<file path="src/asc_pkg.sv">
package asc_pkg;
  // register byte addresses
  localparam logic [7:0] OFS_CTRL = 8'h93;
  localparam logic [7:0] OFS_SETUP = 8'h8F;
  localparam logic [7:0] OFS_DIV = 8'h94;
  localparam logic [7:0] OFS_PIN_LO = 8'h95;
  localparam logic [7:0] OFS_RES_LO = 8'h96;
  localparam logic [7:0] OFS_RES_HI = 8'h97;
  localparam logic [7:0] OFS_PIN_HI = 8'hC2;
  // control register field positions
  localparam int CTRL_EN_BIT = 7;
  localparam int CTRL_DONE_BIT = 6;
  localparam int CTRL_CMP_BIT = 5;
  localparam int CTRL_REF_BIT = 4;
  localparam int CTRL_START_BIT = 0;
  // converter_setup field positions
  localparam int SETUP_IREF_BIT = 7;
  localparam int SETUP_ALIGN_BIT = 6;
  localparam int SETUP_PUMP_BIT = 5;
  localparam int SETUP_RSVD_BIT = 4;
  localparam int SRC_W = 4;
  localparam int PIN_HI_BIT = 0;
  // input source codes
  localparam logic [3:0] SRC_IREF_CODE = 4'h9;
  // values after reset
  localparam logic [7:0] RST_BYTE = 8'h00;
  localparam logic [3:0] RST_SRC = 4'h0;
  localparam logic [9:0] RST_RESULT = 10'h000;
  // converter clock periods per conversion
  localparam int CONV_TICKS = 26;
endpackage

</file>
<file path="src/asc_clk_if.sv">
`timescale 1ns/1ps
interface asc_clk_if #(parameter int DIV_W = 8);
  logic [DIV_W-1:0] div_value;
  logic run;
  logic tick;
  logic level;
  modport ctrl (output div_value, output run, input tick, input level);
  modport gen (input div_value, input run, output tick, output level);
endinterface

</file>
<file path="src/asc_clk_div.sv">
`timescale 1ns/1ps
module asc_clk_div #(
  parameter int DIV_W = 8
) (
  input wire logic clk,    // system clock
  input wire logic arst_n, // async reset, active low
  asc_clk_if.gen cif       // divider value in, converter clock out
);
  if (DIV_W < 1 || DIV_W > 16) begin : g_bad_width
    $error("asc_clk_div: DIV_W out of range");
  end

  localparam logic [DIV_W:0] FULL = {1'b1, {DIV_W{1'b0}}};
  localparam logic [DIV_W:0] ONE = {{DIV_W{1'b0}}, 1'b1};

  logic [DIV_W:0] cnt_reg;
  logic [DIV_W:0] cnt_next;
  logic level_reg;
  logic level_next;
  wire [DIV_W:0] half = FULL - {1'b0, cif.div_value};
  wire wrap = cnt_reg >= (half - ONE);

  // half period of (FULL - value) system clocks, so period is 2*(FULL - value)
  assign cnt_next = (!cif.run || wrap) ? '0 : cnt_reg + ONE;
  assign level_next = !cif.run ? 1'b0 : (wrap ? ~level_reg : level_reg);
  assign cif.tick = cif.run && wrap && !level_reg;
  assign cif.level = level_reg;

  always_ff @(posedge clk or negedge arst_n) begin
    if (!arst_n) begin
      cnt_reg <= '0;
      level_reg <= 1'b0;
    end else begin
      cnt_reg <= cnt_next;
      level_reg <= level_next;
    end
  end

  // helper: cycles between ticks while the divider value holds still
  logic [DIV_W+1:0] gap_reg;
  logic [DIV_W-1:0] div_q_reg;
  logic steady_reg;
  always_ff @(posedge clk or negedge arst_n) begin
    if (!arst_n) begin
      gap_reg <= '0;
      div_q_reg <= '0;
      steady_reg <= 1'b0;
    end else begin
      div_q_reg <= cif.div_value;
      gap_reg <= cif.tick ? '0 : gap_reg + {{(DIV_W+1){1'b0}}, 1'b1};
      if (!cif.run || cif.div_value != div_q_reg) begin
        steady_reg <= 1'b0;
      end else if (cif.tick) begin
        steady_reg <= 1'b1;
      end
    end
  end
endmodule

</file>
<file path="src/asc_result_fmt.sv">
`timescale 1ns/1ps
module asc_result_fmt (
  input wire logic [9:0] result,     // latched conversion result
  input wire logic align_right,      // 1: right aligned
  output logic [7:0] high_byte,      // formatted high result byte
  output logic [7:0] low_byte        // formatted low result byte
);
  assign high_byte = align_right ? {6'h00, result[9:8]} : result[9:2];
  assign low_byte = align_right ? result[7:0] : {result[1:0], 6'h00};
endmodule

</file>
<file path="src/adc_setup_control.sv">
// What this block does
// - external reference select routes P3.1 to converter
// - setup bit 7 switches 1.00V reference
// - align 0: high byte bits 9..2
// - align 1: high byte bits 9..8 low
// - alignment writes ignored while converting
// - setup bit 5 switches charge pump
// - source codes 0-8 inputs, 9 reference
// - converter clock is sysclk/2/(256-divider)
// - conversion lasts 26 converter clock periods
// - pin config low bits select analog pins
// - pin config high bit 0 selects P4.5
// - start flag starts, clears on completion
// - completion sets done flag, software clears
// - enable bit switches converter on/off
//
// Local design decision: the address-and-strobe port.
`timescale 1ns/1ps
module adc_setup_control #(
  parameter int CONV_TICKS = asc_pkg::CONV_TICKS
) (
  input wire logic REF_CLK,               // 100 MHz system clock
  input wire logic ARST_N,                // async reset, active low
  input wire logic [7:0] REG_ADDR,        // register byte address
  input wire logic [7:0] REG_WDATA,       // write data
  input wire logic REG_WR,                // write strobe
  input wire logic REG_RD,                // read strobe
  output logic [7:0] REG_RDATA,           // read data, cycle after strobe
  input wire logic [9:0] CORE_RESULT,     // result from converter core
  output logic CONV_CLK,                  // derived converter clock
  output logic CONV_ACTIVE,               // conversion in progress
  output logic CONVERTER_EN,              // converter powered
  output logic COMPARE_EN,                // compare enable to core
  output logic VREF_PIN_SEL,              // P3.1 used as reference input
  output logic INT_REF_EN,                // internal 1.00V reference on
  output logic CHARGE_PUMP_EN,            // charge pump on
  output logic [3:0] INPUT_SOURCE,        // converter input select
  output logic SRC_VALID,                 // select code is a legal one
  output logic INT_REF_SELECTED,          // internal reference is the input
  output logic [8:0] PIN_ANALOG_EN        // per-pin analog mode
);
  if (CONV_TICKS < 2 || CONV_TICKS > 31) begin : g_bad_ticks
    $error("adc_setup_control: CONV_TICKS out of range");
  end

  localparam logic [4:0] LAST_TICK = 5'(CONV_TICKS - 1);

  asc_clk_if #(.DIV_W(8)) clk_if ();

  // address decode
  wire wr_ctrl = REG_WR && REG_ADDR == asc_pkg::OFS_CTRL;
  wire wr_setup = REG_WR && REG_ADDR == asc_pkg::OFS_SETUP;
  wire wr_div = REG_WR && REG_ADDR == asc_pkg::OFS_DIV;
  wire wr_pin_lo = REG_WR && REG_ADDR == asc_pkg::OFS_PIN_LO;
  wire wr_pin_hi = REG_WR && REG_ADDR == asc_pkg::OFS_PIN_HI;
  wire rd_setup = REG_RD && REG_ADDR == asc_pkg::OFS_SETUP;
  wire rd_pin_hi = REG_RD && REG_ADDR == asc_pkg::OFS_PIN_HI;
  wire rd_res_lo = REG_RD && REG_ADDR == asc_pkg::OFS_RES_LO;
  wire rd_res_hi = REG_RD && REG_ADDR == asc_pkg::OFS_RES_HI;

  logic en_reg;
  logic done_reg;
  logic cmp_reg;
  logic ref_reg;
  logic busy_reg;
  logic iref_reg;
  logic align_reg;
  logic pump_reg;
  logic [3:0] src_reg;
  logic src_valid_reg;
  logic src_iref_reg;
  logic [7:0] div_reg;
  logic [7:0] pin_lo_reg;
  logic pin_hi_reg;
  logic [9:0] result_reg;
  logic [4:0] tick_cnt_reg;
  logic [7:0] rdata_reg;

  // conversion sequencing
  wire conv_done = busy_reg && clk_if.tick && tick_cnt_reg == LAST_TICK;
  // start needs the enable bit of the same write; disabling aborts
  wire start_wr = wr_ctrl && REG_WDATA[asc_pkg::CTRL_START_BIT]
                  && REG_WDATA[asc_pkg::CTRL_EN_BIT];
  wire busy_next = conv_done ? 1'b0 : (wr_ctrl ? start_wr : busy_reg && en_reg);
  wire [4:0] tick_cnt_next = !busy_next ? 5'h00 :
                             ((busy_reg && clk_if.tick) ? tick_cnt_reg + 5'h01 : tick_cnt_reg);
  // set wins over a clearing write in the same cycle
  wire done_next = conv_done ||
                   (wr_ctrl ? (done_reg && REG_WDATA[asc_pkg::CTRL_DONE_BIT]) : done_reg);
  // alignment is frozen while a conversion owns the result path
  wire align_next = (wr_setup && !busy_reg) ? REG_WDATA[asc_pkg::SETUP_ALIGN_BIT]
                                            : align_reg;
  wire [3:0] src_next = wr_setup ? REG_WDATA[asc_pkg::SRC_W-1:0] : src_reg;

  always_ff @(posedge REF_CLK or negedge ARST_N) begin
    if (!ARST_N) begin
      en_reg <= 1'b0;
      cmp_reg <= 1'b0;
      ref_reg <= 1'b0;
      busy_reg <= 1'b0;
      done_reg <= 1'b0;
      tick_cnt_reg <= 5'h00;
    end else begin
      if (wr_ctrl) begin
        en_reg <= REG_WDATA[asc_pkg::CTRL_EN_BIT];
        cmp_reg <= REG_WDATA[asc_pkg::CTRL_CMP_BIT];
        ref_reg <= REG_WDATA[asc_pkg::CTRL_REF_BIT];
      end
      busy_reg <= busy_next;
      done_reg <= done_next;
      tick_cnt_reg <= tick_cnt_next;
    end
  end

  always_ff @(posedge REF_CLK or negedge ARST_N) begin
    if (!ARST_N) begin
      iref_reg <= 1'b0;
      pump_reg <= 1'b0;
      align_reg <= 1'b0;
      src_reg <= asc_pkg::RST_SRC;
      src_valid_reg <= 1'b1;
      src_iref_reg <= 1'b0;
    end else begin
      if (wr_setup) begin
        iref_reg <= REG_WDATA[asc_pkg::SETUP_IREF_BIT];
        pump_reg <= REG_WDATA[asc_pkg::SETUP_PUMP_BIT];
      end
      align_reg <= align_next;
      src_reg <= src_next;
      src_valid_reg <= src_next <= asc_pkg::SRC_IREF_CODE;
      src_iref_reg <= src_next == asc_pkg::SRC_IREF_CODE;
    end
  end

  always_ff @(posedge REF_CLK or negedge ARST_N) begin
    if (!ARST_N) begin
      div_reg <= asc_pkg::RST_BYTE;
      pin_lo_reg <= asc_pkg::RST_BYTE;
      pin_hi_reg <= 1'b0;
      result_reg <= asc_pkg::RST_RESULT;
    end else begin
      if (wr_div) begin
        div_reg <= REG_WDATA;
      end
      if (wr_pin_lo) begin
        pin_lo_reg <= REG_WDATA;
      end
      if (wr_pin_hi) begin
        pin_hi_reg <= REG_WDATA[asc_pkg::PIN_HI_BIT];
      end
      if (conv_done) begin
        result_reg <= CORE_RESULT;
      end
    end
  end

  assign clk_if.div_value = div_reg;
  assign clk_if.run = en_reg;

  asc_clk_div #(.DIV_W(8)) u_div (
    .clk(REF_CLK),
    .arst_n(ARST_N),
    .cif(clk_if.gen)
  );

  wire [7:0] res_hi;
  wire [7:0] res_lo;
  asc_result_fmt u_fmt (
    .result(result_reg),
    .align_right(align_reg),
    .high_byte(res_hi),
    .low_byte(res_lo)
  );

  // read selection; unused bits are constant zero
  wire [7:0] ctrl_rd = {en_reg, done_reg, cmp_reg, ref_reg, 3'h0, busy_reg};
  wire [7:0] setup_rd = {iref_reg, align_reg, pump_reg, 1'b0, src_reg};
  wire [7:0] pin_hi_rd = {7'h00, pin_hi_reg};
  wire [7:0] rd_mux =
    (REG_ADDR == asc_pkg::OFS_CTRL) ? ctrl_rd :
    (REG_ADDR == asc_pkg::OFS_SETUP) ? setup_rd :
    (REG_ADDR == asc_pkg::OFS_DIV) ? div_reg :
    (REG_ADDR == asc_pkg::OFS_PIN_LO) ? pin_lo_reg :
    (REG_ADDR == asc_pkg::OFS_RES_LO) ? res_lo :
    (REG_ADDR == asc_pkg::OFS_RES_HI) ? res_hi :
    (REG_ADDR == asc_pkg::OFS_PIN_HI) ? pin_hi_rd : 8'h00;
  wire [7:0] rdata_next = REG_RD ? rd_mux : 8'h00;

  always_ff @(posedge REF_CLK or negedge ARST_N) begin
    if (!ARST_N) begin
      rdata_reg <= 8'h00;
    end else begin
      rdata_reg <= rdata_next;
    end
  end

  assign REG_RDATA = rdata_reg;
  assign CONV_CLK = clk_if.level;
  assign CONV_ACTIVE = busy_reg;
  assign CONVERTER_EN = en_reg;
  assign COMPARE_EN = cmp_reg;
  assign VREF_PIN_SEL = ref_reg;
  assign INT_REF_EN = iref_reg;
  assign CHARGE_PUMP_EN = pump_reg;
  assign INPUT_SOURCE = src_reg;
  assign SRC_VALID = src_valid_reg;
  assign INT_REF_SELECTED = src_iref_reg;
  assign PIN_ANALOG_EN = {pin_hi_reg, pin_lo_reg};

  // helper: converter clock ticks seen since the conversion began
  logic [5:0] ticks_seen_reg;
  always_ff @(posedge REF_CLK or negedge ARST_N) begin
    if (!ARST_N) begin
      ticks_seen_reg <= 6'h00;
    end else if (!busy_reg) begin
      ticks_seen_reg <= 6'h00;
    end else if (clk_if.tick) begin
      ticks_seen_reg <= ticks_seen_reg + 6'h01;
    end
  end
endmodule

</file>
<file path="config.mk">
export PLATFORM = sky130hd
export DESIGN_NAME = adc_setup_control
export DESIGN_NICKNAME = d
export VERILOG_FILES = /design/src/asc_pkg.sv /design/src/asc_clk_if.sv /design/src/asc_clk_div.sv /design/src/asc_result_fmt.sv /design/src/adc_setup_control.sv
export SDC_FILE = /design/constraint.sdc
export NUM_CORES = 1
export LEC_CHECK = 0
export ABC_AREA = 1
export ABC_CLOCK_PERIOD_IN_PS = 1910
export BUFFER_PORTS_ARGS = -buffer_cell sky130_fd_sc_hd__buf_2
export CAP_MARGIN = 40
export CORE_MARGIN = 2
export CORE_UTILIZATION = 56
export DETAILED_ROUTE_END_ITERATION = 8
export GPL_TIMING_DRIVEN = 0
export PLACE_DENSITY = 0.8
export SLEW_MARGIN = 20
export SYNTH_ARGS = -nofsm -noshare
export SYNTH_HDL_FRONTEND = slang
export SYNTH_SLANG_ARGS = --single-unit
</file>
<file path="constraint.sdc">
create_clock -name REF_CLK -period 1.91 [get_ports REF_CLK]
set_input_delay 0.0955 -clock REF_CLK [delete_from_list [all_inputs] [get_ports REF_CLK]]
set_output_delay 0.0955 -clock REF_CLK [all_outputs]
set_load 0.1 [all_outputs]
</file>
==> flow_metrics.tcl, run 1 <==
set metrics [dict create \
    nets 558 \
    place_congestion 0.910 \
    hp-class "in -> reg" \
    cts.clk_slew.worst_paths_ns 0.08 \
    hold_viol 0 \
    largest_reg_flops 10 \
    async_flop_share_pct 100 \
    internal-power_uw 1990 \
    worstPathRequired_ns 2.16 \
    row_count 29 \
    vdd_drop_max_v 0.000617 \
    insertedDiodeCount 0 \
    slew_headroom_pct 67.5 \
    power.density_nw_per_um2 650 \
    critPathTopFamily "simple AND/OR/NAND/NOR gates" \
    switching_share_pct 31.0 \
    drv_cap 0 \
    synth_cells 425 \
    syn_area_um2 3550 \
    max_freq_mhz 532 \
    num_vias 3254 \
    finalWorstPathRequiredPeriod_ns 1.88 \
    place_ws_ns -0.00625 \
    die_height_um 83.6 \
    start_util_pct 56.9 \
    viasPerCell 5.43 \
    fin_skew_ns 0.0132 \
    status "finished, final reports clean" \
    finalSetupViolCount 0 \
    clk_latency_ns 0.35 \
    top_level_ports 60 \
    area_growth_syn_to_layout_pct 24.9 \
    antenna_found_initial 0 \
    r2r_end "result_reg[7]" \
    leakage_uw 0.00231 \
    cts.sinks 64 \
    layout_commonest_cell "nand2_1" \
    cp-startpoint "u_div.cnt_reg[3]" \
    synth_warnings 0 \
    start_kind "flop" \
    seqPwrFrac_pct 49.2 \
    cts_root_buffer "clkbuf_8" \
    ant_nets 0 \
    ctsHtreeMaxLevel 3 \
    drtIter0Drc 339 \
    layout_common_cells "nand2_1, dfrtp_1, buf_2, inv_1, nor2_1" \
    critPathKind "reg -> reg" \
    critPathSlowestCell "dfrtp_1" \
    synth_cell_types 43 \
    port_buffers 59 \
    cts_made_buffers 9 \
    slowest_delay_ns 0.41 \
    period_share_pct 98.4 \
    drc_errors 0 \
    wl_per_cell_um 15.5 \
    cts_tree "done" \
    crit_buf_inv 1 \
    drive_gt1_share_pct 31.2 \
    rrSetupSlack_ns 0.03 \
    critical_path.endpoint "result_reg[7]" \
    clockPowerShare_pct 37.0 \
    drv_slew 0 \
    dp_hpwl_um 6410 \
    combPwrFrac_pct 13.7 \
    crit_chain "ha_1 > nand2_1 > nor2_2 > nand3_2 > nand4_4 > nand3_4 > nor2_8 > clkbuf_16 > o21ai_2" \
    grt_max_degree 41 \
    synth_nets 466 \
    ctsLongestPathBuffers 2 \
    grt_pass1_vias 3008 \
    synth.ff_latch_count 64 \
    grt_usage_pct 26.7 \
    core_um2 6240 \
    dieWidth_um 83.6 \
    ys.flop_type "dfrtp_1" \
    tightest_slew_ns 0.490 \
    overflow 0 \
    path_depth 9 \
    endpoint_kind "flop" \
    p_switching_uw 893 \
    timing.hold.ws_ns 0.0217 \
    finalWorstSetupSlack_ns 0.0307 \
    drtPass1Iterations 5 \
    synth_edf_count 0 \
    r2r_cells 9 \
    seq_area_frac_synth_pct 45.2 \
    regToRegStartpoint "u_div.cnt_reg[3]" \
    dieArea_um2 6990 \
    crit_path_max_fanout 6 \
    drt_wl_total_um 9280 \
    synth_area_per_cell_um2 8.35 \
    cp.arrival_ns 2.13 \
    grt_pass1_wl_um 14600 \
]
## synth_stat cells (all sizes together), types with 4 or more instances
master | number | share of area (%)
a21oi | 16 | 2.4
buf | 7 | 2.2
dfrtp | 63 | 44
ha | 11 | 3.9
inv | 62 | 6.6
nand2 | 122 | 14
nand3 | 29 | 4.9
nand4 | 11 | 2.5
nor2 | 36 | 4.7
nor3 | 4 | 1.2
o21ai | 45 | 8.8
xor2 | 4 | 0.99
## final cells by class
type                       count  area [um2]
fill                         483        1810
multi-input combinational    291        1710
sequential                    64        1610
timing repair buffer          81         526
inverter                      62         238
clock buffer                  10         138
tap                           77        96.3
buffer                         8        81.3
clock inverter                 6        35.0
## worst min path at each step
stage,start,slack [ns],endpoint,cells after the start
after global routing,REG_WDATA[0],0.03,pin_hi_reg,2
after CTS,REG_WDATA[1],0.001,INPUT_SOURCE[1],3
after global placement,CORE_RESULT[0],0.30,result_reg[0],3
after floorplan,ARST_N,-0.20,CHARGE_PUMP_EN,0
after detailed placement,ARST_N,0.03,u_div.cnt_reg[4],1
final,REG_WDATA[0],0.02,pin_hi_reg,2
## repair_timing
item | in CTS | in global routing
cloned | 0 | 1
hold endpoints to repair | 63 | 1
gates resized for setup | 1 | 14
pin swaps | 1 | 5
setup endpoints to repair | 9 | 26
setup buffers | 2 | 5
hold buffers | 12 | 1
## stage by stage
| stage | std cells | total power (uW) | instance area (um2) | TNS [ns] | util [%] |
|---|---|---|---|---|---|
| floorplan | 425 | 1680 | 3550 | 0 | - |
| finish | 599 | 2880 | 4430 | 0 | 71.0 |
| global placement | 561 | 1790 | 3940 | 0 | 63.2 |
| global route | 599 | 2970 | 4430 | -0.185 | 71.0 |
| CTS | 592 | 2860 | 4280 | 0 | 68.5 |
| detailed placement | 562 | 1810 | 3970 | -0.0139 | 63.5 |
## cell families (layout without fill, tap and decap cells)
group | Yosys count | after routing | share of synthesized area, %
DFF | 64 | 64 | 45.2
muxes | 1 | 1 | 0.317
and+or+nand+nor | 206 | 206 | 27.8
adders and majority gates | 11 | 11 | 3.88
AOI/OAI and AO/OA | 68 | 68 | 12.7
xor gates and xnor gates | 5 | 5 | 1.23
buffers and inverters | 70 | 167 | 8.85
## routing by layer
layer / wire length (um) / up-vias / global-route usage [%]
met5: 0 / - / 0
met4: 158 / 0 / 8.36
met3: 725 / 15 / 7.22
met2: 4520 / 143 / 42.6
met1: 3870 / 1549 / 35.8
li1: - / 1547 / -
## power by group through the flow
| stage | Sequential (uW) | Clock, uW | Combinational [uW] |
|---|---|---|---|
| 2_1_floorplan | 1570 | 0 | 106 |
| 3_3_place_gp | 1440 | 0 | 351 |
| 3_5_place_dp | 1440 | 0 | 365 |
| 4_1_cts | 1410 | 1060 | 385 |
| 5_1_grt | 1420 | 1130 | 422 |
| 6_report | 1420 | 1070 | 396 |
Note: power is estimated with default switching activity, not from simulation.
==> run 2, diff against run 1 <==
- ABC_AREA: 1 -> 0
==> run 2 against run 1 <==
- the run now ends with negative hold slack, negative setup slack left
- final area grew 3.2%
- flip-flop and latch count is the same
- power grew 8.4%
- register-to-register slack lost 0.28 ns
- clock skew shrank 0.0077 ns
- critical path depth shrank 2
- largest cell class unchanged
- largest power group unchanged
==> flow_metrics.tcl, run 2 <==
set metrics [dict create \
    yosys-top-cells-area "dfrtp_1, mux2_2, ha_1, o21ai_0, nor2_1" \
    die_height_um 81.5 \
    syn_area_um2 3360 \
    port_buffers 58 \
    slew_headroom_pct 56.1 \
    dp_hpwl_um 5840 \
    hold_viol 1 \
    endpoint_kind "flop" \
    synth_top_area_share_pct 46.9 \
    ctsLongestPathBuffers 2 \
    drtIter0Drc 238 \
    grt_pass1_wl_um 14300 \
    finalWorstPathRequiredPeriod_ns 2.16 \
    drtPass1Iterations 5 \
    cp.arrival_ns 2.40 \
    synth_cells 305 \
    synth_warnings 0 \
    vdd_drop_max_v 0.000527 \
    start_util_pct 57.5 \
    grt_max_degree 65 \
    max_freq_mhz 462 \
    top_level_ports 60 \
    finalSetupViolCount 26 \
    nets 446 \
    tns_ns -3.86 \
    layout.cells.non_filler 485 \
    worstPathRequired_ns 2.15 \
    seq_area_frac_synth_pct 47.6 \
    dieArea_um2 6640 \
    layout_common_cells "buf_2, dfrtp_1, mux2_2, o21ai_0, nand2_1" \
    hp-class "in -> reg" \
    period_share_pct 113 \
    drv_cap 0 \
    ant_nets 0 \
    power_uw 3120 \
    fin_skew_ns 0.00556 \
    leakage_uw 0.00215 \
    row_count 28 \
    cts_made_buffers 9 \
    synth_area_per_cell_um2 11.0 \
    timing.hold.ws_ns -0.00102 \
    start_kind "flop" \
    finalWorstSetupSlack_ns -0.252 \
    core_um2 5850 \
    synth.ff_latch_count 64 \
    viasPerCell 6.10 \
    critPathKind "reg -> reg" \
    place_congestion 0.856 \
    violations "negative hold slack, negative setup slack" \
    wl_per_cell_um 19.3 \
    placedInstanceArea_um2 3800 \
    drive_gt1_share_pct 45.9 \
    synth_edf_count 0 \
    placedCellCount 438 \
    final_cell_area_um2 4580 \
    tightest_slew_ns 0.655 \
    insertedDiodeCount 0 \
    drv_slew 0 \
    ys.flop_type "dfrtp_1" \
    antenna_found_initial 0 \
    synth_common_cells "dfrtp_1, mux2_2, nor2_1" \
    largest_reg_flops 10 \
    dieWidth_um 81.5 \
    drt_wl_total_um 9350 \
    grt_usage_pct 29.2 \
    rsz0062_at_grt "yes" \
    overflow 0 \
    crit_path_max_fanout 5 \
    clk_latency_ns 0.35 \
    cts_root_buffer "clkbuf_8" \
    grt_pass1_vias 2938 \
    synth_nets 346 \
    cts.clk_slew.worst_paths_ns 0.07 \
    num_vias 2958 \
    power.density_nw_per_um2 682 \
    cts.sinks 64 \
    drc_errors 0 \
    post-synth-top-count-cell "dfrtp_1" \
    area_growth_syn_to_layout_pct 36.0 \
    synth_top_cell_by_area "dfrtp_1" \
    async_flop_share_pct 100 \
    ctsHtreeMaxLevel 3 \
    status "complete, but fails checks" \
    layout_commonest_cell "buf_2" \
    synth_cell_types 58 \
    cts_tree "done" \
]
run 2: cell types whose count changed after synthesis, sizes merged, moves of 10 or more:
cell | previous run | this run
nand2 | 122 | 18
nand3 | 29 | 11
mux2 | 1 | 40
inv | 62 | 5
nor2 | 36 | 24
nand4 | 11 | 1
o21ai | 45 | 20
run 2: area by class of cell:
type	instances	area [um2]
buffer	13	73.8
clock buffer	14	183
clock inverter	2	35.0
fill	365	1270
inverter	5	18.8
multi-input combinational	223	1950
sequential	64	1610
tap	75	93.8
timing repair buffer	89	604
run 2: kinds of logic (layout without fill, tap and decap cells):
group / count (synthesis) / in the layout / synth area share (%)
AOI/OAI and AO/OA: 64 / 64 / 12.4
and+or+nand+nor: 96 / 96 / 16.5
xor gates and xnor gates: 8 / 8 / 2.08
DFF: 64 / 64 / 47.6
buffers and inverters: 18 / 123 / 2.64
adders and majority gates: 11 / 11 / 4.09
muxes: 44 / 44 / 14.6
run 2: path summary, 6_finish.rpt:
kind,from,endpoint,slack (ns),cells past startpoint
min reg2reg,u_div.cnt_reg[0],u_div.cnt_reg[0],0.53,1
max reg2reg,clk_if.div_value[4],result_reg[4],-0.25,7
min in group asynchronous,ARST_N,REG_RDATA[6],0.13,2
max in group asynchronous,ARST_N,CONVERTER_EN,1.24,3
min,REG_WDATA[4],pin_lo_reg[4],-0.001,2
max,clk_if.div_value[4],result_reg[4],-0.25,7
run 2: report_power, final:
part	leakage (uW)	internal, uW	total [uW]	switching [uW]
sequential	0.000872	1390	1420	34.4
combinational	0.00117	128	420	292
clock	0.000113	744	1280	535
run 2: metrics by stage:
stage	utilization (%)	worst slack (ns)
after global routing	78.2	-0.324
after CTS	74.3	-0.251
after global placement	65.0	-0.254
final	78.2	-0.252
after floorplan	-	-0.147
after detailed placement	65.0	-0.340
run 2: worst max-delay path: stages (launching register included):
cell and delay [ns]:
dfrtp_1 0.44, ha_4 0.30, nand2_1 0.05, or2_1 0.25, o211a_4 0.26, nor3_4 0.25, buf_6 0.19, mux2_4 0.31
run 2: what timing repair did:
item	4_1_cts	5_1_grt
endpoints found under the hold margin	73	0
resized for setup	16	35
cloned	1	0
buffers inserted	16	3
pin swaps	12	21
hold buffers	11	0
setup endpoints to repair	27	27
run 2: layer usage:
layer  GRT usage [%]  wire (um)  part of all wire (%)
met5               0          0                     0
met2            49.0       4540                    49
met3            5.16        678                   7.3
met1            34.8       3660                    39
met4            18.1        470                   5.0
==> run 3, diff against run 2 <==
- PLACE_DENSITY: 0.8 -> 0.76
==> run 3 against run 2 <==
- the flow finishes with violations (negative setup slack)
- critical endpoint is now result_reg[9]
- clock power decreased by 5%
- cell count rose by 0.21%
- clock-buffer cell count is 3 lower
- global-route usage is 1.9 points lower
- die area stayed put
- sequential share of layout area increased by 0.77 points
==> flow_metrics.tcl, run 3 (same netlist as run 2, synthesis figures left out) <==
set metrics [dict create \
    vdd_drop_max_v 0.000405 \
    clk_latency_ns 0.35 \
    layout.cells.non_filler 486 \
    place_congestion 0.855 \
    period_share_pct 116 \
    die_height_um 81.5 \
    grt_pass1_vias 2764 \
    cts_tree "done" \
    layout_common_cells "buf_2, dfrtp_1, mux2_2, o21ai_0" \
    drtPass1Iterations 5 \
    cts_root_buffer "clkbuf_8" \
    layout_commonest_cell "buf_2" \
    drive_gt1_share_pct 44.0 \
    final_core_util_pct 76.5 \
    dp_hpwl_um 5700 \
    area_growth_syn_to_layout_pct 33.1 \
    slew_headroom_pct 56.3 \
    grt_usage_pct 27.3 \
    violations "negative setup slack" \
    viasPerCell 5.97 \
    largest_reg_flops 10 \
    start_util_pct 57.5 \
    num_vias 2902 \
    grt_max_degree 65 \
    power.density_nw_per_um2 679 \
    leakage_uw 0.00212 \
    start_kind "flop" \
    overflow 0 \
    antenna_found_initial 0 \
    fin_skew_ns 0.00792 \
    ant_nets 0 \
    insertedDiodeCount 0 \
    status "complete, but fails checks" \
    crit_chain "ha_1 > nand3_1 > or2_1 > o211a_1 > nor3_4 > buf_6 > mux2_4" \
    critPathSlowestCell "dfrtp_1" \
    finalWorstSetupSlack_ns -0.304 \
    critPathTopFamily "simple AND/OR/NAND/NOR gates" \
    core_um2 5850 \
    wl_per_cell_um 18.4 \
    drv_slew 0 \
    drc_errors 0 \
    worstPathRequired_ns 2.14 \
    placedCellCount 438 \
    tightest_slew_ns 0.653 \
    finalWorstPathRequiredPeriod_ns 2.21 \
    crit_buf_inv 1 \
    nets 447 \
    dieArea_um2 6640 \
    port_buffers 58 \
    drt_wl_total_um 8930 \
    slowest_delay_ns 0.40 \
    max_freq_mhz 452 \
    endpoint_kind "flop" \
    drv_cap 0 \
    ctsLongestPathBuffers 2 \
    top_level_ports 60 \
    cts_made_buffers 9 \
    critPathKind "reg -> reg" \
    hp-class "in -> reg" \
    cts.sinks 64 \
    fill_cells 399 \
    grt_pass1_wl_um 13400 \
    ctsHtreeMaxLevel 3 \
    finalSetupViolCount 27 \
    crit_path_max_fanout 5 \
    hold_viol 0 \
    row_count 28 \
    drtIter0Drc 210 \
    dieWidth_um 81.5 \
    cts.clk_slew.worst_paths_ns 0.08 \
    rsz0062_at_grt "yes" \
    power_uw 3040 \
    cp.arrival_ns 2.44 \
]
-- run 3: timing repair --
action	in CTS	in global routing
hold buffers	11	0
setup buffers	11	10
cloned	1	0
setup endpoints to repair	26	26
hold endpoints to repair	73	0
gates resized for setup	12	26
pin swaps	10	12
-- run 3: routing by layer --
layer,global-route usage (%),vias to the layer above,wire (um)
met5,0,-,0
met4,12.7,0,311
met3,6.48,39,532
met2,44.1,131,4390
met1,34.7,1408,3700
li1,-,1324,-
-- run 3: through the flow --
step                TNS [ns]  hold slack (ns)  cell area, um2  setup WS [ns]
floorplan              -1.44           -0.200            3420         -0.147
global placement       -3.54            0.328            3800         -0.247
detailed placement     -4.89            0.227            3800         -0.314
CTS                    -2.84          0.00774            4270         -0.243
global route           -7.76           0.0199            4480         -0.379
finish                 -5.81           0.0111            4480         -0.304
-- run 3: power breakdown --
group,internal [uW],switching (uW),total (uW)
logic,122,288,410
clock network,669,544,1210
registers,1390,31.0,1420
total,2180,863,3040
-- run 3: worst paths after layout --
path	end	slack, ns	cells after the start	from
worst max-delay path	result_reg[9]	-0.30	7	u_div.cnt_reg[7]
worst min-delay path	INT_REF_SELECTED	0.01	2	REG_WDATA[1]
worst max register to register	result_reg[9]	-0.30	7	u_div.cnt_reg[7]
worst min register to register	pin_lo_reg[4]	0.55	1	pin_lo_reg[4]
max in group asynchronous	SRC_VALID	1.20	3	ARST_N
min in group asynchronous	result_reg[4]	0.15	2	ARST_N
-- run 3: area by class of cell --
cell class	instances	area (um2)	area share, %
multi-input combinational	223	1870	41.8
sequential	64	1610	36.0
timing repair buffer	90	599	13.4
clock buffer	11	151	3.38
tap	75	93.8	2.10
buffer	13	73.8	1.65
clock inverter	5	55.1	1.23
inverter	5	18.8	0.419
